`config.mk`:
```
export PLATFORM = sky130hd
export DESIGN_NAME = adc_serial_ctrl
export DESIGN_NICKNAME = d
export VERILOG_FILES = /design/src/rtl/adc_serial_pkg.sv /design/src/rtl/adc_serial_ctrl.sv
export SDC_FILE = /design/constraint.sdc
export NUM_CORES = 1
export LEC_CHECK = 0
export ABC_AREA = 1
export ABC_CLOCK_PERIOD_IN_PS = 2800
export BUFFER_PORTS_ARGS = -buffer_cell sky130_fd_sc_hd__buf_2
export CORE_MARGIN = 2
export CORE_UTILIZATION = 55
export CTS_CLUSTER_SIZE = 30
export DETAILED_ROUTE_END_ITERATION = 16
export PLACE_DENSITY = 0.73
export REMOVE_ABC_BUFFERS = 1
export SLEW_MARGIN = 10
export SYNTH_ARGS = -nofsm -noshare
export SYNTH_HDL_FRONTEND = slang
export SYNTH_SLANG_ARGS = --single-unit
```
`constraint.sdc`:
```
create_clock -name sys_clk_in -period 2.8 [get_ports sys_clk_in]
set_input_delay 0.56 -clock sys_clk_in [delete_from_list [all_inputs] [get_ports sys_clk_in]]
set_output_delay 0.56 -clock sys_clk_in [all_outputs]
set_load 0.03 [all_outputs]
```
`src/rtl/adc_serial_pkg.sv`:
```
/*
  shared constants and carriers for the serial converter control block.
  assumes a 250 MHz system clock and pins sampled by that clock.
*/
package adc_serial_pkg;
  localparam int WIDE_BITS    = 14;     // result bits, wide variant
  localparam int NARROW_BITS  = 12;     // result bits, narrow variant
  localparam int SAMPLE_BITS  = 16;     // raw signed difference from front end
  localparam int CONVERT_START_STROBE_EDGES   = 16;     // serial edges that end a conversion
  localparam int NAP_PULSES   = 2;      // strobe pulses that pick nap
  localparam int SLEEP_PULSES = 4;      // strobe pulses that pick sleep
  localparam int BUF_DEPTH    = 2;      // result buffer entries
  localparam int SYS_PERIOD_PS = 4000;  // system clock period in ps
  localparam int SETUP_NS     = 3;      // strobe to serial edge setup time
  // least time, so round up, never below one cycle
  localparam int SETUP_CYC_RAW =
    (SETUP_NS * 1000 + SYS_PERIOD_PS - 1) / SYS_PERIOD_PS;
  localparam int SETUP_CYC = (SETUP_CYC_RAW < 1) ? 1 : SETUP_CYC_RAW;
  localparam logic [2:0] PULSE_ZERO = 3'h0;  // power-down counter reset

  // both pins from the host, sampled together
  typedef struct packed {
    logic sck;   // serial clock pin level
    logic convert_start_strobe;  // convert_start_strobe pin level
  } pin_pair_t;

  // one finished conversion as it sits in the buffer
  typedef struct packed {
    logic                 clipped;  // input was outside full scale
    logic [WIDE_BITS-1:0] code;     // right-justified two's complement code
  } result_t;

  typedef enum logic [1:0] {
    CV_IDLE,  // acquiring or waiting for a strobe
    CV_RUN,   // counting serial edges of a conversion
    CV_PUSH   // finished word waits for buffer room
  } convert_start_strobe_state_t;
endpackage

```
`src/rtl/adc_serial_ctrl.sv`:
```
/*
  digital side of a serial sampling converter: strobe capture, conversion
  sequencing, two-entry result buffer, three-state serial output and the
  nap/sleep power-down decode.
  assumes the host drives the serial clock and strobe asynchronously to
  sys_clk_in, slowly enough that every pin edge is seen by the 4 ns clock,
  and that the front end hands a signed difference on diff_code_in.
*/
// Function
// - strobe rise captures input and starts conversion
// - each serial clock rise advances; rises in the setup window do not shift
// - acquisition runs from 16th edge to strobe
// - output word is previous conversion's result
// - result is two's complement
// - result is 14 or 12 bits wide
// - late strobe delays data one clock
// - two strobes with clock still gives nap
// - four or more strobes gives sleep
// - serial clock pulses wake from sleep
// - output three-state outside the result word
// - out of range input saturates the code
`timescale 1ns/100ps
module adc_serial_ctrl #(
  parameter int RES_BITS = adc_serial_pkg::WIDE_BITS  // 14 or 12
) (
  input  wire logic                     sys_clk_in,   // 250 MHz clock
  input  wire logic                     nrst_in,      // async reset, low
  input  wire logic                     ce_in,        // freezes all state
  input  wire adc_serial_pkg::pin_pair_t pins_in,     // host pins, async
  input  wire logic signed [adc_serial_pkg::SAMPLE_BITS-1:0]
                                        diff_code_in, // front end difference
  output logic                          result_serial_out, // serial data
  output logic                          result_oe_out,     // drive enable
  output logic                          hold_out,     // one-cycle hold pulse
  output logic                          acquire_out,  // acquisition window
  output logic                          nap_out,      // nap power-down
  output logic                          sleep_out     // sleep power-down
);
  import adc_serial_pkg::*;

  if (RES_BITS != WIDE_BITS && RES_BITS != NARROW_BITS) begin : g_bad_width
    $error("RES_BITS must be 12 or 14");
  end

  localparam logic [4:0] EDGE_LAST = 5'(CONVERT_START_STROBE_EDGES - 1);
  localparam logic [4:0] BITS_LAST = 5'(RES_BITS - 1);
  localparam logic [1:0] SETUP_LD  = 2'(SETUP_CYC);
  localparam logic [1:0] BUF_FULL  = 2'(BUF_DEPTH);

  // clamp the raw difference into the signed result range
  function automatic result_t saturate(input logic signed [SAMPLE_BITS-1:0] v);
    logic signed [SAMPLE_BITS-1:0] hi;
    logic signed [SAMPLE_BITS-1:0] lo;
    result_t                       r;
    hi = SAMPLE_BITS'((1 << (RES_BITS - 1)) - 1);
    lo = -hi - SAMPLE_BITS'(1);
    r  = '0;
    if (v > hi) begin
      r.code    = WIDE_BITS'(hi);  // zero then all ones
      r.clipped = 1'b1;
    end else if (v < lo) begin
      r.code    = WIDE_BITS'(lo);  // one then all zeros
      r.clipped = 1'b1;
    end else begin
      r.code = WIDE_BITS'(v);
    end
    r.code = r.code & WIDE_BITS'((1 << RES_BITS) - 1);
    return r;
  endfunction

  // pin synchroniser: stage one feeds stage two only
  pin_pair_t sync1_q, sync2_q, last_q;  // two flops plus edge history
  logic      convert_start_strobe_rise;                 // strobe rose this cycle
  logic      sck_rise;                  // serial clock rose this cycle
  logic      sck_edge;                  // serial clock moved either way

  always_ff @(posedge sys_clk_in or negedge nrst_in) begin
    if (!nrst_in) begin
      sync1_q <= '0;
      sync2_q <= '0;
      last_q  <= '0;
    end else if (ce_in) begin
      sync1_q <= pins_in;
      sync2_q <= sync1_q;
      last_q  <= sync2_q;
    end
  end

  always_comb begin
    convert_start_strobe_rise = ce_in & sync2_q.convert_start_strobe & ~last_q.convert_start_strobe;
    sck_rise  = ce_in & sync2_q.sck & ~last_q.sck;
    sck_edge  = ce_in & (sync2_q.sck ^ last_q.sck);
  end

  // main state: conversion, buffer, shifter, power-down
  convert_start_strobe_state_t             st_q, st_d;          // conversion sequencer
  logic [4:0]              edge_q, edge_d;      // serial edges this conversion
  result_t                 held_q, held_d;      // word captured at the strobe
  result_t                 mem_q [BUF_DEPTH];   // result buffer storage
  result_t                 mem_d [BUF_DEPTH];
  logic                    wp_q, wp_d, rp_q, rp_d;  // buffer pointers
  logic [1:0]              cnt_q, cnt_d;        // buffer fill level
  logic [WIDE_BITS-1:0]    sh_q, sh_d;          // output shift register
  logic [4:0]              left_q, left_d;      // bits still to present
  logic [1:0]              setup_q, setup_d;    // late-strobe window
  logic [2:0]              pulse_q, pulse_d;    // strobes with clock still
  logic                    sdo_q, sdo_d, oe_q, oe_d;
  logic                    hold_q, hold_d, acq_q, acq_d;
  logic                    nap_q, nap_d, slp_q, slp_d;
  logic                    push_valid, push_ready, pop_valid, pop_ready;
  logic                    late_edge;           // serial rise inside setup
  result_t                 head;                // word leaving the buffer

  always_comb begin
    st_d    = st_q;
    edge_d  = edge_q;
    held_d  = held_q;
    mem_d   = mem_q;
    wp_d    = wp_q;
    rp_d    = rp_q;
    cnt_d   = cnt_q;
    sh_d    = sh_q;
    left_d  = left_q;
    setup_d = setup_q;
    pulse_d = pulse_q;
    sdo_d   = sdo_q;
    oe_d    = oe_q;
    hold_d  = 1'b0;
    acq_d   = acq_q;
    nap_d   = nap_q;
    slp_d   = slp_q;
    head    = mem_q[rp_q];
    // buffer handshakes: full stalls the sequencer in CV_PUSH
    push_valid = (st_q == CV_PUSH);
    // a strobe pops in the same cycle, so a full buffer still has room
    push_ready = (cnt_q != BUF_FULL) || convert_start_strobe_rise;
    pop_valid  = (cnt_q != 2'h0);
    pop_ready  = convert_start_strobe_rise;
    // a rise inside the setup window is not used for data
    late_edge  = sck_rise & (convert_start_strobe_rise | (setup_q != 2'h0));
    if (setup_q != 2'h0 && ce_in) begin
      setup_d = setup_q - 2'h1;
    end

    // conversion sequencer
    case (st_q)
      CV_IDLE: begin
      end
      CV_RUN: begin
        if (sck_rise) begin
          edge_d = edge_q + 5'h1;
          if (edge_q == EDGE_LAST) begin
            st_d  = CV_PUSH;
            acq_d = 1'b1;
          end
        end
      end
      CV_PUSH: begin
        if (push_ready) begin
          st_d = CV_IDLE;
        end
      end
      default: st_d = CV_IDLE;
    endcase
    if (push_valid && push_ready) begin
      mem_d[wp_q] = held_q;
      wp_d        = ~wp_q;
    end
    if (pop_valid && pop_ready) begin
      rp_d = ~rp_q;
    end
    cnt_d = cnt_q + 2'(push_valid & push_ready) - 2'(pop_valid & pop_ready);

    // strobe: hold input, start conversion, unload previous word
    if (convert_start_strobe_rise) begin
      held_d  = saturate(diff_code_in);
      hold_d  = 1'b1;
      acq_d   = 1'b0;
      st_d    = CV_RUN;
      // a rise that lands with the strobe is late for data only
      edge_d  = {4'h0, sck_rise};
      setup_d = SETUP_LD;
      // previous conversion goes out now; empty buffer sends zero
      sh_d    = pop_valid ? head.code : '0;
      sdo_d   = sh_d[RES_BITS-1];
      sh_d    = sh_d << 1;
      left_d  = BITS_LAST;
      oe_d    = 1'b1;
    end else if (sck_rise && !late_edge && oe_q) begin
      if (left_q != 5'h0) begin
        sdo_d  = sh_q[RES_BITS-1];
        sh_d   = sh_q << 1;
        left_d = left_q - 5'h1;
      end else begin
        oe_d  = 1'b0;
        sdo_d = 1'b0;
      end
    end

    // power-down decode: strobes counted while the clock stands
    if (sck_edge) begin
      pulse_d = PULSE_ZERO;
    end else if (convert_start_strobe_rise && pulse_q != 3'(SLEEP_PULSES)) begin
      pulse_d = pulse_q + 3'h1;
    end
    if (sck_rise) begin
      nap_d = 1'b0;
      slp_d = 1'b0;
    end else if (pulse_d == 3'(SLEEP_PULSES)) begin
      slp_d = 1'b1;
      nap_d = 1'b0;
    end else if (pulse_d == 3'(NAP_PULSES)) begin
      nap_d = 1'b1;
    end
  end

  // registers only; the gate on ce_in keeps everything frozen
  always_ff @(posedge sys_clk_in or negedge nrst_in) begin
    if (!nrst_in) begin
      st_q    <= CV_IDLE;
      edge_q  <= 5'h0;
      held_q  <= '0;
      mem_q   <= '{default: '0};
      wp_q    <= 1'b0;
      rp_q    <= 1'b0;
      cnt_q   <= 2'h0;
      sh_q    <= '0;
      left_q  <= 5'h0;
      setup_q <= 2'h0;
      pulse_q <= PULSE_ZERO;
      sdo_q   <= 1'b0;
      oe_q    <= 1'b0;
      hold_q  <= 1'b0;
      acq_q   <= 1'b0;
      nap_q   <= 1'b0;
      slp_q   <= 1'b0;
    end else if (ce_in) begin
      st_q    <= st_d;
      edge_q  <= edge_d;
      held_q  <= held_d;
      mem_q   <= mem_d;
      wp_q    <= wp_d;
      rp_q    <= rp_d;
      cnt_q   <= cnt_d;
      sh_q    <= sh_d;
      left_q  <= left_d;
      setup_q <= setup_d;
      pulse_q <= pulse_d;
      sdo_q   <= sdo_d;
      oe_q    <= oe_d;
      hold_q  <= hold_d;
      acq_q   <= acq_d;
      nap_q   <= nap_d;
      slp_q   <= slp_d;
    end
  end

  // outputs straight from flops
  always_comb begin
    result_serial_out = sdo_q;
    result_oe_out     = oe_q;
    hold_out          = hold_q;
    acquire_out       = acq_q;
    nap_out           = nap_q;
    sleep_out         = slp_q;
  end

  // checks beside the logic they guard
  a_hold_on_rise: assert property (
    @(posedge sys_clk_in) disable iff (!nrst_in)
    convert_start_strobe_rise |=> hold_q && st_q == CV_RUN &&
      edge_q == {4'h0, $past(sck_rise)})
    else $error("strobe rise did not hold and start");
  a_edge_advance: assert property (
    @(posedge sys_clk_in) disable iff (!nrst_in)
    (st_q == CV_RUN && sck_rise && !convert_start_strobe_rise && edge_q != EDGE_LAST)
      |=> edge_q == $past(edge_q) + 5'h1)
    else $error("serial rise did not advance conversion");
  a_acq_window: assert property (
    @(posedge sys_clk_in) disable iff (!nrst_in)
    (st_q == CV_RUN && sck_rise && edge_q == EDGE_LAST && !convert_start_strobe_rise)
      |=> acq_q && st_q == CV_PUSH)
    else $error("acquisition did not open at 16th edge");
  a_acq_close: assert property (
    @(posedge sys_clk_in) disable iff (!nrst_in)
    convert_start_strobe_rise |=> !acq_q)
    else $error("acquisition still open after strobe");
  a_out_lead: assert property (
    @(posedge sys_clk_in) disable iff (!nrst_in)
    (convert_start_strobe_rise && pop_valid)
      |=> oe_q && sdo_q == $past(head.code[RES_BITS-1]))
    else $error("first bit is not buffered result");
  a_late_hold: assert property (
    @(posedge sys_clk_in) disable iff (!nrst_in)
    (late_edge && !convert_start_strobe_rise) |=> $stable(sh_q) && $stable(left_q))
    else $error("late edge moved the data");
  a_oe_release: assert property (
    @(posedge sys_clk_in) disable iff (!nrst_in)
    (oe_q && sck_rise && !late_edge && !convert_start_strobe_rise && left_q == 5'h0)
      |=> !oe_q)
    else $error("output not released after last bit");
  a_nap_entry: assert property (
    @(posedge sys_clk_in) disable iff (!nrst_in)
    (convert_start_strobe_rise && !sck_edge && pulse_q == 3'h1) |=> nap_q)
    else $error("second still-clock strobe did not nap");
  a_sleep_entry: assert property (
    @(posedge sys_clk_in) disable iff (!nrst_in)
    (convert_start_strobe_rise && !sck_edge && pulse_q == 3'h3) |=> slp_q && !nap_q)
    else $error("fourth still-clock strobe did not sleep");
  a_wake_sck: assert property (
    @(posedge sys_clk_in) disable iff (!nrst_in)
    (slp_q && sck_rise) |=> !slp_q)
    else $error("serial clock did not wake from sleep");
  a_sat_clip: assert property (
    @(posedge sys_clk_in) disable iff (!nrst_in)
    (convert_start_strobe_rise && diff_code_in > SAMPLE_BITS'((1 << (RES_BITS - 1)) - 1))
      |=> held_q.clipped && held_q.code[RES_BITS-1] == 1'b0)
    else $error("positive overrange not clamped");
endmodule

```
* Word level (Yosys, flattened, before mapping)
Index checks and enable logic that the tools add are counted. W data, S select, Z words.
Storage, ports and cells: bits in registers 92, input bits 21, output and inout bits 6, word-level logic and storage cells 143
Cells by class: add/subtract/negate cells 6, magnitude comparators 5, equal/unequal tests 12, muxes and demuxes 44, bitwise operators 16, reduce and logical (&&, ||, !) cells 33
Operators with widths (number):
- $mux W14 | 8
- $bwmux W30 | 1
- $mux W15 | 2
- $mux W5 | 6
- $reduce_bool A2 Y1 | 9
- $mux W1 | 17
- $gt A16 B14 Y1 const B | 1
- $lt A16 B14 Y1 const B | 1
- $demux W15 S1 | 1
- $reduce_and A2 Y1 | 7
- $mux W2 | 6
- $ne A3 B3 Y1 const B | 3
- $reduce_and A3 Y1 | 3
- $and A1 B1 Y1 | 8
- $logic_and A1 B1 Y1 | 7
- $mux W3 | 2
- $ne A2 B2 Y1 const B | 3
- $pmux W2 S3 | 1
- $add A5 B1 Y5 const B | 1
- $eq A5 B4 Y1 const B | 1
- $reduce_and A5 Y1 | 1
- $reduce_bool A5 Y1 | 1
- $sub A5 B1 Y5 const B | 1
- $ge A2 B2 Y1 const B | 2
- other kinds (19) | 23

* Longest topological paths before layout
Gate-level depths: netlist (run 1).
word-level depth 9, mapped depth 13, depth with buffers taken out 11

* Least setup slack after synthesis (run 1)
No wires, ideal clock.
path kind input-to-reg, start in ce_in, end reg cnt_q[1], setup time 0.131 ns, data arrival time 2.193 ns, required time 2.669 ns, slack 0.476 ns, cell stages on the path 13, buffers on the path 2, cells stage by stage buf_4 > nand2_2 > nor2_4 > nor3_2 > nor3_4 > buf_4 > inv_1 > ha_1 > inv_1 > ha_1 > a21oi_1 > o21ai_0 > xor2_1
Between the ends: longest elaborated chain between the ends 6, elaborated cells between the ends (all ways) 7, those cells by class 2 x add/sub; 4 x bitwise; 1 x reduce/logical
RTL lines:
- start, declared | RTL line adc_serial_ctrl.sv:28 | input wire logic ce_in,
- $and A1 B1 Y1 (2 in series) | RTL line adc_serial_ctrl.sv:90 | convert_start_strobe_rise = ce_in & sync2_q.convert_start_strobe & ~last_q.convert_start_strobe;
- $logic_or A1 B1 Y1 | RTL line adc_serial_ctrl.sv:136 | push_ready = (cnt_q != BUF_FULL) || convert_start_strobe_rise;
- $and A1 B1 Y1 | RTL line adc_serial_ctrl.sv:172 | cnt_d = cnt_q + 2'(push_valid & push_ready) - 2'(pop_valid & pop_ready);
- $add A2 B1 Y2 | RTL line adc_serial_ctrl.sv:172
- $sub A2 B1 Y2 | RTL line adc_serial_ctrl.sv:172
- end signal, assigned | RTL line adc_serial_ctrl.sv:244 | cnt_q <= cnt_d;
- end, declared | RTL line adc_serial_ctrl.sv:102 | logic [1:0] cnt_q, cnt_d;
Parallel ways exist; a longest one is shown, timed or not. A chain may end at the register's enable or synchronous reset.

* Worst setup path in the final report (run 1)
start reg left_q[0], end reg sh_q[12]
Between the ends: longest elaborated chain between the ends 3
RTL lines:
- start, declared | RTL line adc_serial_ctrl.sv:104 | logic [4:0] left_q, left_d;
- start signal, assigned | RTL line adc_serial_ctrl.sv:246 | left_q <= left_d;
- $reduce_bool A5 Y1 | RTL line adc_serial_ctrl.sv:190 | if (left_q != 5'h0) begin
- $reduce_bool A2 Y1 (no source line)
- $reduce_and A3 Y1 (no source line)
- end signal, assigned | RTL line adc_serial_ctrl.sv:227 | sh_q <= '0;
- end signal, assigned | RTL line adc_serial_ctrl.sv:245 | sh_q <= sh_d;
- end, declared | RTL line adc_serial_ctrl.sv:103 | logic [WIDE_BITS-1:0] sh_q, sh_d;
Every way passes these cells.

==> run metrics, run 1 <==
vias per cell 5.31; layout cells sized above 1 0.111; Syn Std Cell Area 4160 um2; number of DRC markers in iteration 0 218; Clock Tree Root clkbuf_8; max frequency 492 MHz; sequential share of power 0.484; Startpoint Class flop; Routed wire per std cell 13.5 um; Sw Share 0.310; post_cts resized 0; Netlist cell types 29; clock latency on the worst-skew pair 0.37 ns; TNS Setup 0 ns; Filler cells 653; worst-case hold slack 0.209 ns; Routed WL 8360 um; busiest grt layer met1; Core ar. 7290 um2; Seq cells post-synth 88; TritonCTS sink count 88; relative slew slack 0.382; Ys Warns 0; Clock Power Share 0.320; routing usage on met1 0.326; via count 3,295; post-route clock period utilization 0.726; Total Nets Final 547; first-pass GRT wire length 14,500 um; Seq/Total Area, Yosys 0.529; Syn-to-layout area delta 11.3%; DRT Pass-1 Iters 5; Final Max Tran Viols 0; Worst EP arrival 2.28 ns; TritonCTS Buffers 9; maximum vdd drop 0.383 mV; max incr delay on CP 0.57 ns; drt drc 0; largest net degree at the start of global routing 54; GRT Resource Usage Total 0.220; n_diodes 0; worst-path fanout max 19; CTS tree built; Max-cap violations 0; met3 Usage GRT 0.0456; Max stage delay cell, worst path a21oi_2; Setup Fix Bufs, Post-CTS 0; Leak 2.44 nW; Final Critical Period 2.03 ns; vias in the first global route 3,035; measured slew at the worst slew-check pin 0.927 ns; Placer Congestion 0.825; DRT antenna net count 0; Die Ht 91.0 um; min-delay worst type primary input to asynchronous set/reset pin; Rows 31; RSZ-0062 raised after global routing false; Internal Power 2.49 mW; worst path required time 3.04 ns; full die area 8280 um2; # hold bufs at CTS 0; hpwl dp 5520 um; Setup Viol. Count Final 0; Worst Skew 0.00885 ns; clock-pin slew on the worst setup and hold paths 0.09 ns; worst-path cell chain inv_1 -> ha_1 -> nand3_1 -> a21oi_2 -> inv_2 -> nand2_1 -> o21ai_0; sw power 1.12 mW; Post-Synthesis Cells 497; endpoint class of the critical path flop; Hold Fails Final Rpt 0; port buffer count 26; die width 91.0 um; clock buffer depth 2; Power Dens Cells 780 nW/um2; crit path kind flop to flop; Ports 27; met2 Usage GRT 0.323; combinational power share 0.197; status finished clean; htree depth 3; initial core utilization 0.571; GRT overflow 0; Mapped Avg Cell Area 8.37 um2; initial antenna violation count 0
-- final timing paths --
path,start,endpoint,slack [ns],cells after the start
setup / recovery,left_q[0],sh_q[12],0.77,7
hold / removal,nrst_in,pulse_q[2],0.21,1
setup reg to reg,left_q[0],sh_q[12],0.77,7
hold reg to reg,edge_q[3],edge_q[3],0.47,1
max in group asynchronous,nrst_in,held_q[13],1.88,2
min in group sys_clk_in,pins_in[0],sync1_q[0],0.39,3
-- synthesized netlist by cell type --
master	instances	area, um2
buf_4	3	22.5
o21ai_1	1	5.00
o21ai_0	38	190
ha_1	9	113
dfrtp_1	88	2200
nand3_1	15	75.1
buf_1	2	7.51
nor3_2	1	10.0
nand3b_1	2	15.0
mux2i_1	12	120
buf_2	11	55.1
a211oi_1	2	15.0
nor3_1	2	10.0
nand4_1	32	200
o22ai_1	4	25.0
xor2_1	2	17.5
nor2_4	1	11.3
o21a_1	1	7.51
a21oi_2	1	8.76
o32ai_1	1	8.76
nor2_1	34	128
clkbuf_1	10	37.5
a21oi_1	10	50.1
inv_1	35	131
a31o_2	1	8.76
nor3_4	1	16.3
nand2_1	176	661
nand2_2	1	6.26
inv_2	1	3.75
-- power by group through the flow --
stage                     clock (mW)  sequential, mW  combinational (mW)
after global placement             0            1.76               0.676
after CTS                       1.17            1.75               0.718
after floorplan                    0            1.74               0.499
after global routing            1.23            1.79               0.831
after detailed placement           0            1.77               0.711
final                           1.15            1.75               0.710
-- cell type report --
class | count | area (um2) | share of cell area
Clock buffer | 9 | 124 | 0.0267
Tap cell | 99 | 124 | 0.0267
Inverter | 36 | 135 | 0.0292
Timing Repair Buffer | 35 | 200 | 0.0432
Sequential cell | 88 | 2200 | 0.476
Multi-Input combinational cell | 347 | 1700 | 0.367
Clock inverter | 7 | 144 | 0.0311
-- stage by stage --
stage | setup WS, ns | area [um2] | power [mW] | utilization | std cells
after global placement | 0.538 | 4360 | 2.43 | 0.598 | 605
after detailed placement | 0.502 | 4360 | 2.48 | 0.598 | 605
after floorplan | 0.121 | 4040 | 2.24 | - | 471
after CTS | 0.754 | 4630 | 3.63 | 0.635 | 621
final | 0.768 | 4630 | 3.61 | 0.635 | 621
after global routing | 0.458 | 4630 | 3.85 | 0.635 | 621
-- metal layers --
layer  part of all wire  routed length [um]
met1               0.50                4160
met2               0.45                3760
met3              0.035                 295
met4              0.018                 150
met5                  0                   0
-- kinds of logic (layout without fill, tap and decap cells) --
logic type	after synthesis	in the layout	synth area share
xor gates and xnor gates	2	2	0.00421
adders and majority gates	9	9	0.0271
DFF	88	88	0.529
AOI/OAI and AO/OA	59	59	0.0767
and+or+nand+nor	265	265	0.272
buffers and inverters	62	87	0.0619
muxes	12	12	0.0289
-- flip-flops by register name (all words and copies together) (netlist names) --
register	count
sh_q	13
last_q	2
sleep_out	1
nap_out	1
sync1_q	2
cnt_q	2
wp_q	1
sync2_q	2
edge_q	5
result_serial_out	1
setup_q	2
hold_out	1
acquire_out	1
pulse_q	3
held_q	14
st_q	2
mem_q	28
left_q	5
result_oe_out	1
rp_q	1
-- critical path: cells and delay by family, from the launching register on --
family | cells | cell delay [ns]
AOI/OAI and AO/OA | 2 | 0.66
adders and majority gates | 1 | 0.16
buffers and inverters | 2 | 0.40
DFF | 1 | 0.40
and+or+nand+nor | 2 | 0.29
-- cells in the final DEF (no fill, tap or decap), types with 4 or more instances in the layout --
cell type	synthesis	final
nand4_1	32	32
nand3_1	15	15
ha_1	9	9
buf_4	3	10
inv_1	35	35
buf_2	11	25
a21oi_1	10	10
nor2_1	34	34
nand2_1	176	176
o21ai_0	38	38
clkbuf_8	0	9
bufinv_16	0	4
o22ai_1	4	4
dfrtp_1	88	88
mux2i_1	12	12
Note: power is estimated with default switching activity, not from simulation.
==> run 2: changes to the inputs <==
- ABC_CLOCK_PERIOD_IN_PS: 2800 -> 2000
- clock period: 2.8 -> 2 ns (I/O delays scaled with it)
==> run metrics, run 2 (same netlist as run 1, synthesis figures left out) <==
Hold Fails Final Rpt 0 (unchanged); Worst Hold Endpoint sync1_q[0]; combinational power share 0.236 (was 0.197); TritonCTS Buffers 9 (unchanged); die width 91.0 um (unchanged); port buffer count 26 (unchanged); Leak 2.48 nW (was 2.44 nW); drt drc 0 (unchanged); most frequent cells in the layout nand2_1 (176), dfrtp_1 (88), o21ai_0 (36), inv_1 (34), nor2_1 (34) (was nand2_1 (176), dfrtp_1 (88), o21ai_0 (38), inv_1 (35), nor2_1 (34)); vias per cell 5.30 (was 5.31); clock-pin slew on the worst setup and hold paths 0.08 ns (was 0.09 ns); Placer Congestion 0.797 (was 0.825); n_diodes 0 (unchanged); TritonCTS sink count 88 (unchanged); Core ar. 7290 um2 (unchanged); Syn-to-layout area delta 12.7% (was 11.3%); sequential share of power 0.503 (was 0.484); Internal Power 3.18 mW (was 2.49 mW); hpwl dp 5720 um (was 5520 um); Die Ht 91.0 um (unchanged); status finished clean (unchanged); length in cells of the worst reg-to-reg path 11 (was 7); Sw Share 0.329 (was 0.310); sw power 1.56 mW (was 1.12 mW); initial antenna violation count 0 (unchanged); Power Dens Cells 1010 nW/um2 (was 780 nW/um2); final std cells w/o fill 635 (was 621); worst-path fanout max 4 (was 19); endpoint class of the critical path flop (unchanged); commonest non-fill, non-tap cell in the layout nand2_1 (unchanged); Startpoint Class flop (unchanged); layout cells sized above 1 0.138 (was 0.111); max reg flops 28 (unchanged); Max-cap violations 0 (unchanged); relative slew slack 0.738 (was 0.382); Setup Viol. Count Final 0 (unchanged); DRT Pass-1 Iters 4 (was 5); Largest regs mem_q (28), held_q (14), sh_q (13) (unchanged); Worst Skew 0.00867 ns (was 0.00885 ns); clock latency on the worst-skew pair 0.36 ns (was 0.37 ns); hold path cells 3; Largest Register mem_q (unchanged); vias in the first global route 3,216 (was 3,035); number of DRC markers in iteration 0 201 (was 218); Rows 31 (unchanged); Clock Tree Root clkbuf_8 (unchanged); post-route clock period utilization 0.928 (was 0.726); max frequency 539 MHz (was 492 MHz); Final Max Tran Viols 0 (unchanged); worst path required time 2.24 ns (was 3.04 ns); maximum vdd drop 0.532 mV (was 0.383 mV); hold_sp pins_in[0]; CTS tree built (unchanged); via count 3,367 (was 3,295); DRT antenna net count 0 (unchanged); Routed wire per std cell 13.3 um (was 13.5 um); htree depth 3 (unchanged); placed cell count 618 (was 605); Total Nets Final 561 (was 547); crit path kind flop to flop (unchanged); Ports 27 (unchanged); final worst setup slack 0.144 ns (was 0.768 ns); Place WS 0.00925 ns (was 0.502 ns); Reg2Reg Launch Point sync2_q[0] (was left_q[0]); initial core utilization 0.571 (unchanged); Final Critical Period 1.86 ns (was 2.03 ns); Worst EP arrival 2.09 ns (was 2.28 ns); Clock Power Share 0.261 (was 0.320); clock buffer depth 2 (unchanged); Routed WL 8430 um (was 8360 um); reg-to-reg slack, setup 0.14 ns (was 0.77 ns); full die area 8280 um2 (unchanged); measured slew at the worst slew-check pin 0.392 ns (was 0.927 ns); R2R Path End cnt_q[1] (was sh_q[12]); first-pass GRT wire length 14,800 um (was 14,500 um); GRT overflow 0 (unchanged); largest net degree at the start of global routing 46 (was 54); GRT Resource Usage Total 0.220 (about the same); min-delay worst type primary input to flop (was primary input to asynchronous set/reset pin)
==> run 2: layer usage <==
metal  routed length (um)  up-vias  track usage
met5                    0        -            0
met1                 3980     1599        0.313
li1                     -     1682            -
met2                 4000       76        0.347
met4                  101        0       0.0644
met3                  344       10       0.0432
==> run 2: timing repair <==
item,CTS,global route
gates resized for setup,0,6
setup buffers,0,1
hold endpoints to repair,21,0
endpoints found under the setup margin,0,1
hold buffers,1,0
==> run 2: cell type report <==
cell class / instances / area, um2
inverters: 36 / 135
fillers: 648 / 2600
multi-input cells: 347 / 1710
well taps: 99 / 124
repair buffers: 49 / 320
clock inverters: 5 / 56.3
clock buffers: 11 / 141
flip-flops and latches: 88 / 2200
==> run 2: power groups by stage <==
stage	clock network, mW	registers (mW)	logic [mW]
floorplan	0	2.43	0.699
global placement	0	2.39	1.05
detailed placement	0	2.41	1.12
CTS	1.26	2.38	1.12
global route	1.33	2.43	1.29
finish	1.24	2.38	1.12
==> run 2: worst max path at each step <==
| stage | startpoint | to | slack [ns] |
|---|---|---|---|
| detailed placement | ce_in | cnt_q[1] | 0.009 |
| floorplan | ce_in | cnt_q[1] | -0.52 |
| finish | sync2_q[0] | cnt_q[1] | 0.14 |
| global route | sync2_q[0] | cnt_q[1] | -0.01 |
| CTS | cnt_q[0] | cnt_q[1] | 0.13 |
| global placement | ce_in | cnt_q[1] | 0.08 |
==> run 2: critical path, stage by stage (launching register included) <==
cell,delay (ns)
dfrtp_1,0.37
nand2_2,0.08
nor2_4,0.15
nor3_2,0.07
nor3_4,0.19
inv_2,0.06
ha_1,0.28
inv_1,0.04
ha_2,0.18
a21oi_2,0.13
o21ai_2,0.07
xor2_1,0.13
==> run 2: per-stage QoR <==
step / utilization / TNS [ns] / cell area (um2) / hold slack [ns] / total power [mW]
6_report: 0.643 / 0 / 4690 / 0.244 / 4.74
5_1_grt: 0.643 / -0.0145 / 4690 / 0.236 / 5.05
4_1_cts: 0.642 / 0 / 4680 / 0.233 / 4.77
3_5_place_dp: 0.613 / 0 / 4470 / 0.318 / 3.53
3_3_place_gp: 0.613 / 0 / 4470 / 0.314 / 3.44
2_1_floorplan: - / -6.15 / 4040 / 0.104 / 3.13
==> run 3: changes to the inputs <==
- CORE_UTILIZATION: 55 -> 28
- PLACE_DENSITY: 0.73 -> unset
==> run metrics, run 3 (same netlist as run 1, synthesis figures left out) <==
hpwl dp 6380 um (was 5720 um); min-delay worst type primary input to asynchronous set/reset pin (was primary input to flop); total power 5.16 mW (was 4.74 mW); TritonCTS Buffers 9 (unchanged); vias per cell 4.63 (was 5.30); port buffer count 26 (unchanged); Largest Register mem_q (unchanged); Setup Viol. Count Final 0 (unchanged); full die area 15,900 um2 (was 8280 um2); Max-cap violations 0 (unchanged); GRT Resource Usage Total 0.121 (was 0.220); initial antenna violation count 0 (unchanged); Worst Skew 0.00908 ns (was 0.00867 ns); Worst EP arrival 2.05 ns (was 2.09 ns); measured slew at the worst slew-check pin 0.536 ns (was 0.392 ns); relative slew slack 0.643 (was 0.738); vias in the first global route 3,313 (was 3,216); Clock Tree Root clkbuf_16 (was clkbuf_8); clock-pin slew on the worst setup and hold paths 0.06 ns (was 0.08 ns); crit path kind flop to flop (unchanged); worst-case hold slack 0.0333 ns (was 0.244 ns); post-route clock period utilization 0.917 (was 0.928); first-pass GRT wire length 15,800 um (was 14,800 um); CTS tree built (unchanged); max frequency 545 MHz (was 539 MHz); most frequent cells in the layout nand2_1 (176), dfrtp_1 (88), o21ai_0 (37), inv_1 (35), nor2_1 (34) (was nand2_1 (176), dfrtp_1 (88), o21ai_0 (36), inv_1 (34), nor2_1 (34)); Die Ht 126 um (was 91.0 um); status finished clean (unchanged); htree depth 3 (unchanged); DRT Pass-1 Iters 5 (was 4); Ports 27 (unchanged); largest net degree at the start of global routing 41 (was 46); RSZ-0062 raised after global routing false; initial core utilization 0.286 (was 0.571); die width 126 um (was 91.0 um); Power Dens Cells 1050 nW/um2 (was 1010 nW/um2); TNS Setup 0 ns (unchanged); endpoint class of the critical path flop (unchanged); Largest regs mem_q (28), held_q (14), sh_q (13) (unchanged); Total Nets Final 565 (was 561); Filler cells 1,550 (was 648); Core ar. 14,500 um2 (was 7290 um2); Syn-to-layout area delta 18.4% (was 12.7%); Placer Congestion 0.768 (was 0.797); Routed WL 8970 um (was 8430 um); # hold bufs at CTS 0 (was 1); worst-path fanout max 4 (unchanged); maximum vdd drop 0.379 mV (was 0.532 mV); DRT antenna net count 0 (unchanged); final core utilization 0.339 (was 0.643); layout cells sized above 1 0.139 (was 0.138); Routed wire per std cell 12.4 um (was 13.3 um); max reg flops 28 (unchanged); GRT overflow 0 (unchanged); placed cell count 707 (was 618); clock buffer depth 2 (unchanged); Hold Fails Final Rpt 0 (unchanged); n_diodes 0 (unchanged); drt drc 0 (unchanged); Startpoint Class flop (unchanged); Final Max Tran Viols 0 (unchanged); clock latency on the worst-skew pair 0.33 ns (was 0.36 ns); worst path required time 2.21 ns (was 2.24 ns); commonest non-fill, non-tap cell in the layout nand2_1 (unchanged); Final Critical Period 1.83 ns (was 1.86 ns); Leak 2.55 nW (was 2.48 nW); via count 3,354 (was 3,367); TritonCTS sink count 88 (unchanged); Rows 44 (was 31); number of DRC markers in iteration 0 161 (was 201); final std cells w/o fill 724 (was 635)
==> run 3: final cells by class <==
class                   count  area (um2)  area share
flip-flops and latches     88        2200       0.447
clock inverters             5        56.3      0.0114
multi-input cells         347        1700       0.345
inverters                  36         135      0.0274
repair buffers             53         360      0.0731
clock buffers              11         243      0.0493
well taps                 184         230      0.0467
==> run 3: stage by stage <==
step	instance area, um2	worst slack [ns]
3_3_place_gp	4620	0.00501
3_5_place_dp	4620	-0.0479
5_1_grt	4930	0.0263
6_report	4930	0.167
2_1_floorplan	4040	-0.519
4_1_cts	4920	0.114
==> run 3: where the power goes <==
part	internal, mW	leakage (nW)	total, mW	switching (mW)
clock	1.00	0.145	1.67	0.673
sequential	2.13	1.16	2.41	0.275
combinational	0.446	1.25	1.08	0.635
==> run 3: routing by layer <==
layer,vias to the layer above,part of all wire,global-route usage
met1,1604,0.48,0.160
met3,10,0.024,0.0200
met2,45,0.48,0.201
met5,-,0,0
li1,1695,-,-
met4,0,0.016,0.0446
==> run 3: path summary, 6_finish.rpt <==
kind | startpoint | endpoint | slack [ns] | cells past startpoint
max | sync2_q[0] | cnt_q[1] | 0.17 | 11
min | nrst_in | sh_q[5] | 0.03 | 1
max reg2reg | sync2_q[0] | cnt_q[1] | 0.17 | 11
min reg2reg | mem_q[23] | mem_q[23] | 0.47 | 2
max in group asynchronous | nrst_in | setup_q[1] | 1.39 | 2
min in group sys_clk_in | pins_in[0] | sync1_q[0] | 0.29 | 3
==> run 3: worst max-delay path: stages (launching register included) <==
cell	delay, ns
dfrtp_1	0.37
nand2_2	0.08
nor2_4	0.12
nor3_2	0.07
nor3_4	0.12
inv_1	0.08
ha_1	0.27
inv_1	0.04
ha_1	0.18
a21oi_1	0.14
o21ai_1	0.10
xor2_1	0.14
==> run 3: repair_timing <==
action | CTS | global route
endpoints found under the setup margin | 0 | 1
setup buffers | 0 | 1
resized for setup | 0 | 1
